===== src/core/cpu_core_map.svh =====
// address map, field positions, reset values and step sizes of the cpu core
`ifndef CPU_CORE_MAP_SVH
`define CPU_CORE_MAP_SVH

`define REG_COUNT        32
`define REGS_END         8'h1f
`define IO_BASE          8'h20
`define IO_END           8'h5f
`define EXT_IO_BASE      8'h60
`define EXT_IO_END       8'hff
`define SRAM_BASE        16'h0100
`define SRAM_END         16'h02ff
`define PTR_X_REG        5'h1a
`define PTR_Y_REG        5'h1c
`define PTR_Z_REG        5'h1e
`define IO_SP_LOW        6'h3d
`define IO_SP_HIGH       6'h3e
`define IO_STATUS        6'h3f
`define SP_RESET         16'h02ff
`define STEP_BYTE        16'h0001
`define STEP_RETURN      16'h0002
`define FLAG_C           0
`define FLAG_Z           1
`define FLAG_N           2
`define FLAG_V           3
`define FLAG_S           4
`define FLAG_H           5
`define FLAG_T           6
`define FLAG_I           7
`define BOOT_START       16'h1800

`endif


===== src/core/cpu_core_pkg.sv =====
// types shared by the cpu core files
package cpu_core_pkg;

  typedef enum logic [3:0] {
    ALU_ADD, ALU_ADC, ALU_SUB, ALU_SBC, ALU_AND, ALU_OR, ALU_XOR,
    ALU_MOV, ALU_COM, ALU_INC, ALU_DEC, ALU_LSR, ALU_SWAP, ALU_PASS
  } alu_op_t;

  typedef enum logic [1:0] {
    PTR_PLAIN, PTR_POST_INC, PTR_PRE_DEC, PTR_DISP
  } ptr_mode_t;

  typedef enum logic [2:0] {
    STK_NONE, STK_PUSH, STK_POP, STK_CALL, STK_RETURN, STK_IRQ, STK_IRET
  } stack_op_t;

  typedef enum logic [1:0] {
    SPACE_REGS, SPACE_IO, SPACE_EXT_IO, SPACE_SRAM
  } space_t;

endpackage


===== src/core/regfile_if.sv =====
// working register file access bundle between core and register array
`timescale 1ns/1ps
`default_nettype none
interface regfile_if;
  logic [4:0]  rdAddrA;
  logic [4:0]  rdAddrB;
  logic [7:0]  rdDataA;
  logic [7:0]  rdDataB;
  logic        wrEn;
  logic        wrWide;
  logic [4:0]  wrAddr;
  logic [15:0] wrData;
  logic [47:0] ptrPairs;
  modport core  (output rdAddrA, output rdAddrB, output wrEn, output wrWide,
                 output wrAddr, output wrData,
                 input rdDataA, input rdDataB, input ptrPairs);
  modport array (input rdAddrA, input rdAddrB, input wrEn, input wrWide,
                 input wrAddr, input wrData,
                 output rdDataA, output rdDataB, output ptrPairs);
endinterface
`default_nettype wire


===== src/core/work_reg_array.sv =====
// 32 x 8 working register array, two read ports, byte or word write
`timescale 1ns/1ps
`default_nettype none
`include "cpu_core_map.svh"
module work_reg_array (
  // clock and reset
  input wire logic clk_sys,
  input wire logic rst_n,
  // access
  regfile_if.array rf
);
  logic [7:0] regs      [`REG_COUNT];
  logic [7:0] next_regs [`REG_COUNT];

  // reads are combinational so operand fetch, op and write fit one cycle
  assign rf.rdDataA  = regs[rf.rdAddrA];
  assign rf.rdDataB  = regs[rf.rdAddrB];
  assign rf.ptrPairs = {regs[31], regs[30], regs[29], regs[28], regs[27], regs[26]};

  always_comb begin
    next_regs = regs;
    if (rf.wrEn) begin
      if (rf.wrWide) begin
        // word write lands on an even pair, low byte first
        next_regs[{rf.wrAddr[4:1], 1'b0}] = rf.wrData[7:0];
        next_regs[{rf.wrAddr[4:1], 1'b1}] = rf.wrData[15:8];
      end else begin
        next_regs[rf.wrAddr] = rf.wrData[7:0];
      end
    end
  end

  always_ff @(posedge clk_sys or negedge rst_n) begin
    if (!rst_n) begin
      for (int i = 0; i < `REG_COUNT; i++) begin
        regs[i] <= 8'h00;
      end
    end else begin
      regs <= next_regs;
    end
  end
endmodule
`default_nettype wire


===== src/core/stack_ptr_unit.sv =====
// stack pointer with byte-wise writes and push, pop, call and return steps
`timescale 1ns/1ps
`default_nettype none
`include "cpu_core_map.svh"
module stack_ptr_unit
  import cpu_core_pkg::*;
(
  // clock and reset
  input  wire logic                  clk_sys,
  input  wire logic                  rst_n,
  // control
  input  wire cpu_core_pkg::stack_op_t stackOp,
  input  wire logic                  wrLow,
  input  wire logic                  wrHigh,
  input  wire logic [7:0]            wrByte,
  // state
  output var  logic [15:0]           stackPointer
);
  logic [15:0] next_stackPointer;

  always_comb begin
    next_stackPointer = stackPointer;
    unique case (stackOp)
      STK_PUSH:                   next_stackPointer = stackPointer - `STEP_BYTE;
      STK_POP:                    next_stackPointer = stackPointer + `STEP_BYTE;
      STK_CALL, STK_IRQ:          next_stackPointer = stackPointer - `STEP_RETURN;
      STK_RETURN, STK_IRET:       next_stackPointer = stackPointer + `STEP_RETURN;
      default:                    next_stackPointer = stackPointer;
    endcase
    // each byte write stands on its own
    if (wrLow)  next_stackPointer[7:0]  = wrByte;
    if (wrHigh) next_stackPointer[15:8] = wrByte;
  end

  always_ff @(posedge clk_sys or negedge rst_n) begin
    if (!rst_n) begin
      stackPointer <= `SP_RESET;
    end else begin
      stackPointer <= next_stackPointer;
    end
  end
endmodule
`default_nettype wire


===== src/core/cpu_regfile_stack_core.sv =====
// cpu core datapath: register file, pointers, data map, flags, stack, prefetch
`timescale 1ns/1ps
`default_nettype none
`include "cpu_core_map.svh"

// Overview of operation
// - 32 byte registers, single cycle access
// - next instruction fetched while current executes
// - read two, operate, write back, one cycle
// - byte and word read and write configurations
// - top six registers form three pointers
// - pointers: displacement, post-increment, pre-decrement
// - third pointer addresses program memory tables
// - register n sits at data address n
// - 64 io locations aliased at 0x20-0x5f
// - extended io 0x60-0xff only by data access
// - alu ops register, immediate or single
// - flags updated after every alu op except pass
// - flags never saved on interrupt entry
// - one or two word instructions, full reach
// - return address low byte pushed on call, interrupt
// - push decrements, pop increments by one
// - call decrements, return increments by two
// - stack pointer is two io bytes
// - lowest pending vector served first
// - program write accepted only from boot
// - interrupt clears enable, interrupt return sets it
module cpu_regfile_stack_core
  import cpu_core_pkg::*;
(
  // clock and reset
  input  wire logic                    clk_sys,
  input  wire logic                    rst_n,
  // program memory
  output logic [15:0]                  progAddr,
  input  wire logic [15:0]             progData,
  output logic                         progWriteOk,
  // decoded execute controls
  input  wire logic                    exValid,
  input  wire cpu_core_pkg::alu_op_t   aluOp,
  input  wire logic [4:0]              dstReg,
  input  wire logic [4:0]              srcReg,
  input  wire logic                    useImm,
  input  wire logic [7:0]              immValue,
  input  wire logic                    wideMove,
  input  wire logic                    twoWordInstr,
  input  wire logic                    jumpTaken,
  input  wire logic [15:0]             jumpTarget,
  input  wire cpu_core_pkg::stack_op_t stackOp,
  input  wire logic                    progWriteReq,
  input  wire logic                    tableRead,
  // indirect data access
  input  wire logic                    dataAccess,
  input  wire logic                    dataWrite,
  input  wire logic [1:0]              ptrSel,
  input  wire cpu_core_pkg::ptr_mode_t ptrMode,
  input  wire logic [5:0]              ptrDisp,
  input  wire logic                    ioShortForm,
  input  wire logic [5:0]              ioShortAddr,
  // data memory and io
  output logic [15:0]                  dataAddr,
  output logic [7:0]                   dataWrData,
  output logic                         dataWrEn,
  output logic                         dataRdEn,
  output cpu_core_pkg::space_t         dataSpace,
  input  wire logic [7:0]              dataRdData,
  // interrupts
  input  wire logic [15:0]             irqPending,
  // state
  output logic [7:0]                   statusFlags,
  output logic [15:0]                  stackPointer,
  output logic [15:0]                  progCounter,
  output logic [3:0]                   irqTaken
);
  regfile_if rf ();

  logic [15:0] spNow;
  logic [7:0]  next_statusFlags;
  logic [15:0] next_progCounter, next_progAddr;
  logic [15:0] next_dataAddr;
  logic [7:0]  next_dataWrData;
  logic        next_dataWrEn, next_dataRdEn;
  space_t      next_dataSpace;
  logic        next_progWriteOk;
  logic [3:0]  next_irqTaken;
  logic [7:0]  aluRes;
  logic        carryOut, halfOut, ovfOut;
  logic [15:0] ptrVal, ptrNew, effAddr;
  logic        irqGo, spWrLow, spWrHigh;
  stack_op_t   spOp;

  // -----------------------------------------------------------------
  // helpers
  // -----------------------------------------------------------------
  function automatic space_t classify(input logic [15:0] a);
    if (a <= {8'h00, `REGS_END})        return SPACE_REGS;
    else if (a <= {8'h00, `IO_END})     return SPACE_IO;
    else if (a <= {8'h00, `EXT_IO_END}) return SPACE_EXT_IO;
    else                                return SPACE_SRAM;
  endfunction

  function automatic logic [15:0] pick_ptr(input logic [1:0] s, input logic [47:0] p);
    unique case (s)
      2'd0:    return p[15:0];
      2'd1:    return p[31:16];
      default: return p[47:32];
    endcase
  endfunction

  function automatic logic [3:0] first_pending(input logic [15:0] p);
    logic [3:0] r;
    r = 4'h0;
    for (int i = 15; i >= 0; i--) begin
      if (p[i]) r = 4'(i);
    end
    return r;
  endfunction

  // -----------------------------------------------------------------
  // register array and stack pointer
  // -----------------------------------------------------------------
  work_reg_array u_regs (
    .clk_sys (clk_sys),
    .rst_n   (rst_n),
    .rf      (rf.array)
  );

  stack_ptr_unit u_stack (
    .clk_sys      (clk_sys),
    .rst_n        (rst_n),
    .stackOp      (spOp),
    .wrLow        (spWrLow),
    .wrHigh       (spWrHigh),
    .wrByte       (rf.rdDataA),
    .stackPointer (spNow)
  );

  // -----------------------------------------------------------------
  // operand fetch and alu
  // -----------------------------------------------------------------
  assign rf.rdAddrA = dstReg;
  assign rf.rdAddrB = (dataAccess && classify(effAddr) == SPACE_REGS) ?
                      effAddr[4:0] : srcReg;
  assign irqGo      = statusFlags[`FLAG_I] && (irqPending != 16'h0000) && !jumpTaken;

  always_comb begin
    logic [8:0] sum;
    logic [7:0] a, b;
    sum      = 9'h000;
    a        = rf.rdDataA;
    b        = useImm ? immValue : rf.rdDataB;
    carryOut = statusFlags[`FLAG_C];
    halfOut  = statusFlags[`FLAG_H];
    ovfOut   = 1'b0;
    aluRes   = a;
    unique case (aluOp)
      ALU_ADD, ALU_ADC: begin
        sum      = {1'b0, a} + {1'b0, b} + {8'h00, aluOp == ALU_ADC && statusFlags[`FLAG_C]};
        aluRes   = sum[7:0];
        carryOut = sum[8];
        halfOut  = (a[3] & b[3]) | (b[3] & ~aluRes[3]) | (~aluRes[3] & a[3]);
        ovfOut   = (a[7] & b[7] & ~aluRes[7]) | (~a[7] & ~b[7] & aluRes[7]);
      end
      ALU_SUB, ALU_SBC: begin
        sum      = {1'b0, a} - {1'b0, b} - {8'h00, aluOp == ALU_SBC && statusFlags[`FLAG_C]};
        aluRes   = sum[7:0];
        carryOut = sum[8];
        halfOut  = (~a[3] & b[3]) | (b[3] & aluRes[3]) | (aluRes[3] & ~a[3]);
        ovfOut   = (a[7] & ~b[7] & ~aluRes[7]) | (~a[7] & b[7] & aluRes[7]);
      end
      ALU_AND:  aluRes = a & b;
      ALU_OR:   aluRes = a | b;
      ALU_XOR:  aluRes = a ^ b;
      ALU_MOV:  aluRes = b;
      ALU_COM: begin
        aluRes   = ~a;
        carryOut = 1'b1;
      end
      ALU_INC: begin
        aluRes = a + 8'h01;
        ovfOut = (a == 8'h7f);
      end
      ALU_DEC: begin
        aluRes = a - 8'h01;
        ovfOut = (a == 8'h80);
      end
      ALU_LSR: begin
        aluRes   = {1'b0, a[7:1]};
        carryOut = a[0];
        ovfOut   = a[0];
      end
      ALU_SWAP: aluRes = {a[3:0], a[7:4]};
      ALU_PASS: aluRes = a;
    endcase
  end

  // -----------------------------------------------------------------
  // pointer addressing and data space routing
  // -----------------------------------------------------------------
  always_comb begin
    ptrVal  = pick_ptr(ptrSel, rf.ptrPairs);
    ptrNew  = ptrVal;
    effAddr = ptrVal;
    unique case (ptrMode)
      PTR_POST_INC: ptrNew  = ptrVal + 16'h0001;
      PTR_PRE_DEC: begin
        ptrNew  = ptrVal - 16'h0001;
        effAddr = ptrNew;
      end
      PTR_DISP:     effAddr = ptrVal + {10'h000, ptrDisp};
      PTR_PLAIN:    effAddr = ptrVal;
    endcase
    if (ioShortForm) begin
      effAddr = {8'h00, `IO_BASE} + {10'h000, ioShortAddr};
    end
  end

  // register write port: alu result, word move, pointer update, or register-space data access
  always_comb begin
    rf.wrEn   = 1'b0;
    rf.wrWide = 1'b0;
    rf.wrAddr = dstReg;
    rf.wrData = {8'h00, aluRes};
    if (exValid && !irqGo) begin
      if (dataAccess && !ioShortForm &&
          (ptrMode == PTR_POST_INC || ptrMode == PTR_PRE_DEC)) begin
        rf.wrEn   = 1'b1;
        rf.wrWide = 1'b1;
        rf.wrAddr = `PTR_X_REG + {2'b00, ptrSel, 1'b0};
        rf.wrData = ptrNew;
      end else if (wideMove) begin
        rf.wrEn   = 1'b1;
        rf.wrWide = 1'b1;
        rf.wrData = {rf.rdDataB, rf.rdDataB};
        rf.wrAddr = dstReg;
      end else if (!dataAccess && aluOp != ALU_PASS && stackOp == STK_NONE) begin
        rf.wrEn   = 1'b1;
      end else if (dataAccess && classify(effAddr) == SPACE_REGS) begin
        rf.wrEn   = 1'b1;
        rf.wrAddr = dataWrite ? effAddr[4:0] : dstReg;
        rf.wrData = {8'h00, dataWrite ? rf.rdDataA : rf.rdDataB};
      end
    end
  end

  // -----------------------------------------------------------------
  // sequencing: prefetch, flags, stack, interrupts
  // -----------------------------------------------------------------
  always_comb begin
    next_progCounter = progCounter + (twoWordInstr ? 16'h0002 : 16'h0001);
    next_statusFlags = statusFlags;
    next_dataAddr    = dataAddr;
    next_dataWrData  = dataWrData;
    next_dataWrEn    = 1'b0;
    next_dataRdEn    = 1'b0;
    next_dataSpace   = dataSpace;
    next_progWriteOk = 1'b0;
    next_irqTaken    = irqTaken;
    spOp             = STK_NONE;
    spWrLow          = 1'b0;
    spWrHigh         = 1'b0;
    if (exValid) begin
      if (irqGo) begin
        spOp                        = STK_IRQ;
        next_irqTaken               = first_pending(irqPending);
        next_progCounter            = {11'h000, first_pending(irqPending), 1'b0};
        next_statusFlags[`FLAG_I]   = 1'b0;
        next_dataAddr               = spNow;
        next_dataWrData             = progCounter[7:0];
        next_dataWrEn               = 1'b1;
        next_dataSpace              = SPACE_SRAM;
      end else begin
        spOp = stackOp;
        if (stackOp == STK_CALL) begin
          next_dataAddr   = spNow;
          next_dataWrData = next_progCounter[7:0];
          next_dataWrEn   = 1'b1;
          next_dataSpace  = SPACE_SRAM;
        end
        if (stackOp == STK_IRET) begin
          next_statusFlags[`FLAG_I] = 1'b1;
        end
        if (jumpTaken) begin
          next_progCounter = jumpTarget;
        end
        if (!dataAccess && stackOp == STK_NONE && aluOp != ALU_PASS) begin
          next_statusFlags[`FLAG_C] = carryOut;
          next_statusFlags[`FLAG_H] = halfOut;
          next_statusFlags[`FLAG_V] = ovfOut;
          next_statusFlags[`FLAG_N] = aluRes[7];
          next_statusFlags[`FLAG_Z] = (aluRes == 8'h00);
          next_statusFlags[`FLAG_S] = aluRes[7] ^ ovfOut;
        end
        if (dataAccess) begin
          next_dataAddr   = effAddr;
          next_dataSpace  = classify(effAddr);
          next_dataWrData = rf.rdDataA;
          next_dataWrEn   = dataWrite && classify(effAddr) != SPACE_REGS;
          next_dataRdEn   = !dataWrite && classify(effAddr) != SPACE_REGS;
          if (dataWrite && classify(effAddr) == SPACE_IO) begin
            spWrLow  = effAddr[5:0] == (`IO_SP_LOW - 6'h20);
            spWrHigh = effAddr[5:0] == (`IO_SP_HIGH - 6'h20);
            if (effAddr[5:0] == (`IO_STATUS - 6'h20)) begin
              next_statusFlags = rf.rdDataA;
            end
          end
        end
        if (tableRead) begin
          next_dataAddr = pick_ptr(2'd2, rf.ptrPairs);
        end
        // a program write from the application section is simply dropped
        next_progWriteOk = progWriteReq && (progCounter >= `BOOT_START);
      end
    end
  end

  // program address leads execute by one: prefetch of the next word
  assign next_progAddr = tableRead ? {1'b0, rf.ptrPairs[47:33]} : next_progCounter;

  always_ff @(posedge clk_sys or negedge rst_n) begin
    if (!rst_n) begin
      progCounter  <= 16'h0000;
      progAddr     <= 16'h0000;
      statusFlags  <= 8'h00;
      dataAddr     <= 16'h0000;
      dataWrData   <= 8'h00;
      dataWrEn     <= 1'b0;
      dataRdEn     <= 1'b0;
      dataSpace    <= SPACE_REGS;
      progWriteOk  <= 1'b0;
      irqTaken     <= 4'h0;
      stackPointer <= `SP_RESET;
    end else begin
      progCounter  <= next_progCounter;
      progAddr     <= next_progAddr;
      statusFlags  <= next_statusFlags;
      dataAddr     <= next_dataAddr;
      dataWrData   <= next_dataWrData;
      dataWrEn     <= next_dataWrEn;
      dataRdEn     <= next_dataRdEn;
      dataSpace    <= next_dataSpace;
      progWriteOk  <= next_progWriteOk;
      irqTaken     <= next_irqTaken;
      stackPointer <= spNow;
    end
  end
endmodule
`default_nettype wire


===== config.mk =====
export PLATFORM = sky130hd
export DESIGN_NAME = cpu_regfile_stack_core
export DESIGN_NICKNAME = d
export VERILOG_FILES = /design/src/core/cpu_core_pkg.sv /design/src/core/regfile_if.sv /design/src/core/work_reg_array.sv /design/src/core/stack_ptr_unit.sv /design/src/core/cpu_regfile_stack_core.sv
export VERILOG_INCLUDE_DIRS = /design/src /design/src/core
export SDC_FILE = /design/constraint.sdc
export NUM_CORES = 1
export LEC_CHECK = 0
export ABC_AREA = 0
export CAP_MARGIN = 20
export CORE_MARGIN = 5
export CORE_UTILIZATION = 45
export CTS_CLUSTER_DIAMETER = 150
export DETAILED_ROUTE_END_ITERATION = 10
export DONT_BUFFER_PORTS = 1
export PLACE_DENSITY_LB_ADDON = 0.15
export REMOVE_ABC_BUFFERS = 1
export SETUP_SLACK_MARGIN = 0.1
export SYNTH_ARGS = -nofsm -noshare
export SYNTH_HDL_FRONTEND = slang
export SYNTH_SLANG_ARGS = --single-unit

===== constraint.sdc =====
create_clock -name clk_sys -period 16.2 [get_ports clk_sys]
set_input_delay 0.81 -clock clk_sys [delete_from_list [all_inputs] [get_ports clk_sys]]
set_output_delay 0.81 -clock clk_sys [all_outputs]
set_load 0.05 [all_outputs]

==> impl_summary.md <==
STA
Setup repair after global routing left no endpoint under its margin. The worst slew margin relative to its limit is 0.156. Hold timing on the final database bottoms out at a slack of approximately 70 ps. In the finished design, the share of the clock period the worst path needs comes to 0.773.

The number of max-slew violations in the final report is 0. The final setup TNS is 0 ps. The pin slew with the least headroom to its limit is 1270 ps. The post-route minimum period is 12,520 ps.

The setup clock skew after layout is 24.7 ps. The number of endpoints failing setup at the final stage is 0. For this run, the top clock speed supported by timing is 0.0798 GHz. The count of final hold-check violations is 0.

Route
For this run, design rule violations remaining after detail routing come to 0. The total detailed-routing wirelength is 111 mm. In the routed layout, each cell is associated on average with a via count of 6.82.

The number of iterations in the first detailed-routing pass is 6. The wire length per cell after detailed routing is between 30 and 40 µm. The number of nets with antenna violations after routing is 0. The number of design-rule violations left by the first detailed-router iteration is 3,047. The via total after detailed routing is 25,200.

Final layout
After the flow finishes, the layout carries non-filler instances totaling 3,696. 0 antenna diodes ended up in the layout. The net count of the finished layout is around 3,100.

The fraction of final layout cells sized beyond drive strength 1 is 0.113. The area growth from synthesis to layout is 8.64%.

Yosys
By count the netlist is led by sky130_fd_sc_hd__nand2_1, sky130_fd_sc_hd__dfrtp_1, sky130_fd_sc_hd__o21ai_0. For this run, the number of Yosys warnings is 0. The share of the Yosys chip area taken by registers is 0.348. Yosys instantiated no cell more often than sky130_fd_sc_hd__nand2_1. The synthesized area is 26,100 µm². The synthesized netlist contains 97 unique library cells. The post-synthesis register bit count is 361. For this run, the leading register cell type out of synthesis is sky130_fd_sc_hd__dfrtp_1. The synthesized design contains 0 enable-type register cells. After synthesis, the mean cell area works out to 8.72 µm². The share of flip-flops with an asynchronous set or reset after synthesis is 1.00. sky130_fd_sc_hd__dfrtp_1 takes more of the synthesized area than any other cell. After technology mapping, the gate count stands at 2,987. The share of synthesized area in the top cell type comes to 0.329.

By area the synthesized netlist is led by sky130_fd_sc_hd__dfrtp_1, sky130_fd_sc_hd__mux4_2, sky130_fd_sc_hd__nand2_1.

Min path
The worst min-delay path category is input port to asynchronous set/reset pin.

Critical path
For the worst setup path, the data required time is 16,580 ps. The slowest stage cell on the critical path is sky130_fd_sc_hd__a21oi_2. The launching instance or port of the critical path is ptrSel[1]. The data arrival time of the worst path is 12,900 ps. The worst setup path is captured at a flop. The sort of element at the start of the critical path is an input port. The most repeated library cell on the critical path is sky130_fd_sc_hd__a21oi_1.

The launching point of the worst reg2reg path is u_regs.rf.ptrPairs[0]. The worst register-to-register path has a setup slack of 4280 ps. In this design, the stage delay of the slowest critical-path cell is 960 ps. Of all nets on the critical path, the largest fanout is 56.

The path type of the worst setup path is input port to flop.

Die
The floorplan step defined a core boundary enclosing 57,500 µm². The die height is 251 µm. The top-level I/O count is between 150 and 200.

The floorplan step set the die width to 251 µm. The number of rows in the core area is 88. For this configuration, the core starts out at a cell density of 0.453.

The die covers 62,800 µm².

Run status
The run finished with clean final reports.

Global routing
In the global route stage, overall resource usage came out at 0.340. The maximum number of pins on one net before global-route repair is 344. The total overflow left after global routing is 0. The number of antenna violations at the first check in global routing is 4. The first global-routing pass estimated 163 mm of wire. The via count of the first global-routing pass is 24,200.

Power
The clock network fraction of design power is 0.202. The analysis attributes to net switching a power of around 2.6 mW. In this run the power density over the cells is 190 nW/µm².

Of the total power, combinational logic draws 0.435. The maximum resistive drop on vdd is 112 µV. The total leakage power is 11.4 nW. Internal power comes to 2.81 mW. Of the total power, registers draw 0.363.

The switching portion of total power is 0.478.

Clock network
The number of gates resized after CTS was 0. The buffer count from post-CTS setup fixing is 0. The clock root buffer is sky130_fd_sc_hd__clkbuf_16.

The number of clock sinks is 361. In this run the deepest clock path goes through 3 buffers. Clock tree synthesis inserted a total of 44 buffers.

TritonCTS built the clock tree. The later-pin clock latency in the skew report is 590 ps. The clock tree synthesis step divided the H-tree into 2 levels. Clock-pin slew was measured on the worst setup and hold paths at 70 ps.

Place
Input and output buffers added on the ports amount to 0. The HPWL after detailed placement is just under 80 mm. The number of cells after detailed placement is around 3,600. The routability-driven placement congestion ratio is 1.05.

Run
Across the run, the number of max-cap violations was 0.
==> kinds of logic (layout without fill, tap and decap cells) <==
group                    after synthesis  count (layout)  synth area share
adder cells (fa/ha/maj)               90              90            0.0461
AO/OA/AOI/OAI                       1064            1064             0.272
buffers and inverters                295             239            0.0507
AND/OR/NAND/NOR                      987             987             0.174
XOR/XNOR                              77              77            0.0259
multiplexers                         113             113            0.0829
flip-flops                           361             361             0.348
==> critical path, delay by kind of cell <==
kind,cells,cell delay [ps]
AOI/OAI and AO/OA,19,6320
buffers and inverters,3,730
xor gates and xnor gates,1,150
adders and majority gates,5,2300
and+or+nand+nor,9,2490
==> final timing paths <==
path,end,cells past startpoint
worst max-delay path,u_regs.rf.ptrPairs[15],37
worst min-delay path,u_stack.stackPointer[1],0
worst max register to register,u_regs.rf.ptrPairs[15],35
worst min register to register,stackPointer[6],0
max in group asynchronous,u_regs.regs[184],3
min in group clk_sys,progAddr[15],1
==> cells in the final DEF, fill, tap and decap left out, types with 25 or more instances in the layout <==
cell type,instances
sky130_fd_sc_hd__nand2_1,382
sky130_fd_sc_hd__dfrtp_1,343
sky130_fd_sc_hd__o21ai_0,262
sky130_fd_sc_hd__nor2_1,244
sky130_fd_sc_hd__a21oi_1,213
sky130_fd_sc_hd__a211oi_1,101
sky130_fd_sc_hd__inv_1,87
sky130_fd_sc_hd__and3_1,82
sky130_fd_sc_hd__mux4_2,80
sky130_fd_sc_hd__ha_1,80
sky130_fd_sc_hd__nand3_1,75
sky130_fd_sc_hd__a22oi_1,67
sky130_fd_sc_hd__buf_4,59
sky130_fd_sc_hd__xnor2_1,57
sky130_fd_sc_hd__o21ai_1,56
sky130_fd_sc_hd__o221ai_1,52
sky130_fd_sc_hd__nor3_1,51
sky130_fd_sc_hd__clkbuf_16,46
sky130_fd_sc_hd__a221oi_1,30
sky130_fd_sc_hd__a21o_1,26
sky130_fd_sc_hd__nor2b_1,25
sky130_fd_sc_hd__and2_1,25
sky130_fd_sc_hd__o22ai_1,25
==> per-layer routing <==
metal / routed length, µm / GRT usage / part of all wire
met5: 0 / 0 / 0
met4: 6990 / 0.177 / 0.063
met3: 11700 / 0.0889 / 0.11
met2: 49600 / 0.526 / 0.45
met1: 42700 / 0.439 / 0.38
==> power groups by stage <==
stage                     clock network [mW]  logic, mW  registers [mW]
after floorplan                            0       1.55            1.76
after global placement                     0       2.21            1.94
after detailed placement                   0       2.25            1.96
after CTS                               1.10       2.28            1.94
after global routing                    1.14       2.53            1.98
final                                   1.09       2.35            1.96
==> sequential cells by signal (all words and copies together) (netlist names), 2 cells and up <==
register	flops
u_regs.regs	208
progAddr	16
irqTaken	4
dataWrData	8
progCounter	16
u_regs.rf.ptrPairs	48
dataAddr	16
u_stack.stackPointer	16
dataSpace	2
statusFlags	8
stackPointer	16
==> through the flow <==
| step | power (mW) | worst slack [ps] | util | instance area (µm²) |
|---|---|---|---|---|
| 2_1_floorplan | 3.31 | 4620 | - | 25100 |
| 3_3_place_gp | 4.15 | 3600 | 0.461 | 26500 |
| 3_5_place_dp | 4.21 | 3390 | 0.462 | 26500 |
| 4_1_cts | 5.32 | 3970 | 0.490 | 28200 |
| 5_1_grt | 5.65 | 3120 | 0.492 | 28300 |
| 6_report | 5.39 | 3680 | 0.492 | 28300 |
==> repair_timing <==
action | in CTS | in global routing
setup endpoints to repair | 0 | 0
endpoints found under the hold margin | 343 | 0
hold buffers | 1 | 0
==> area by class of cell <==
class / instances / area (µm²)
tap: 765 / 957
inverter: 90 / 338
multi-input combinational: 2331 / 15800
timing repair buffer: 68 / 607
clock inverter: 16 / 234
clock buffer: 65 / 1360
fill: 5448 / 29200
sequential: 361 / 9060
Power figures use the tool's default switching activity.
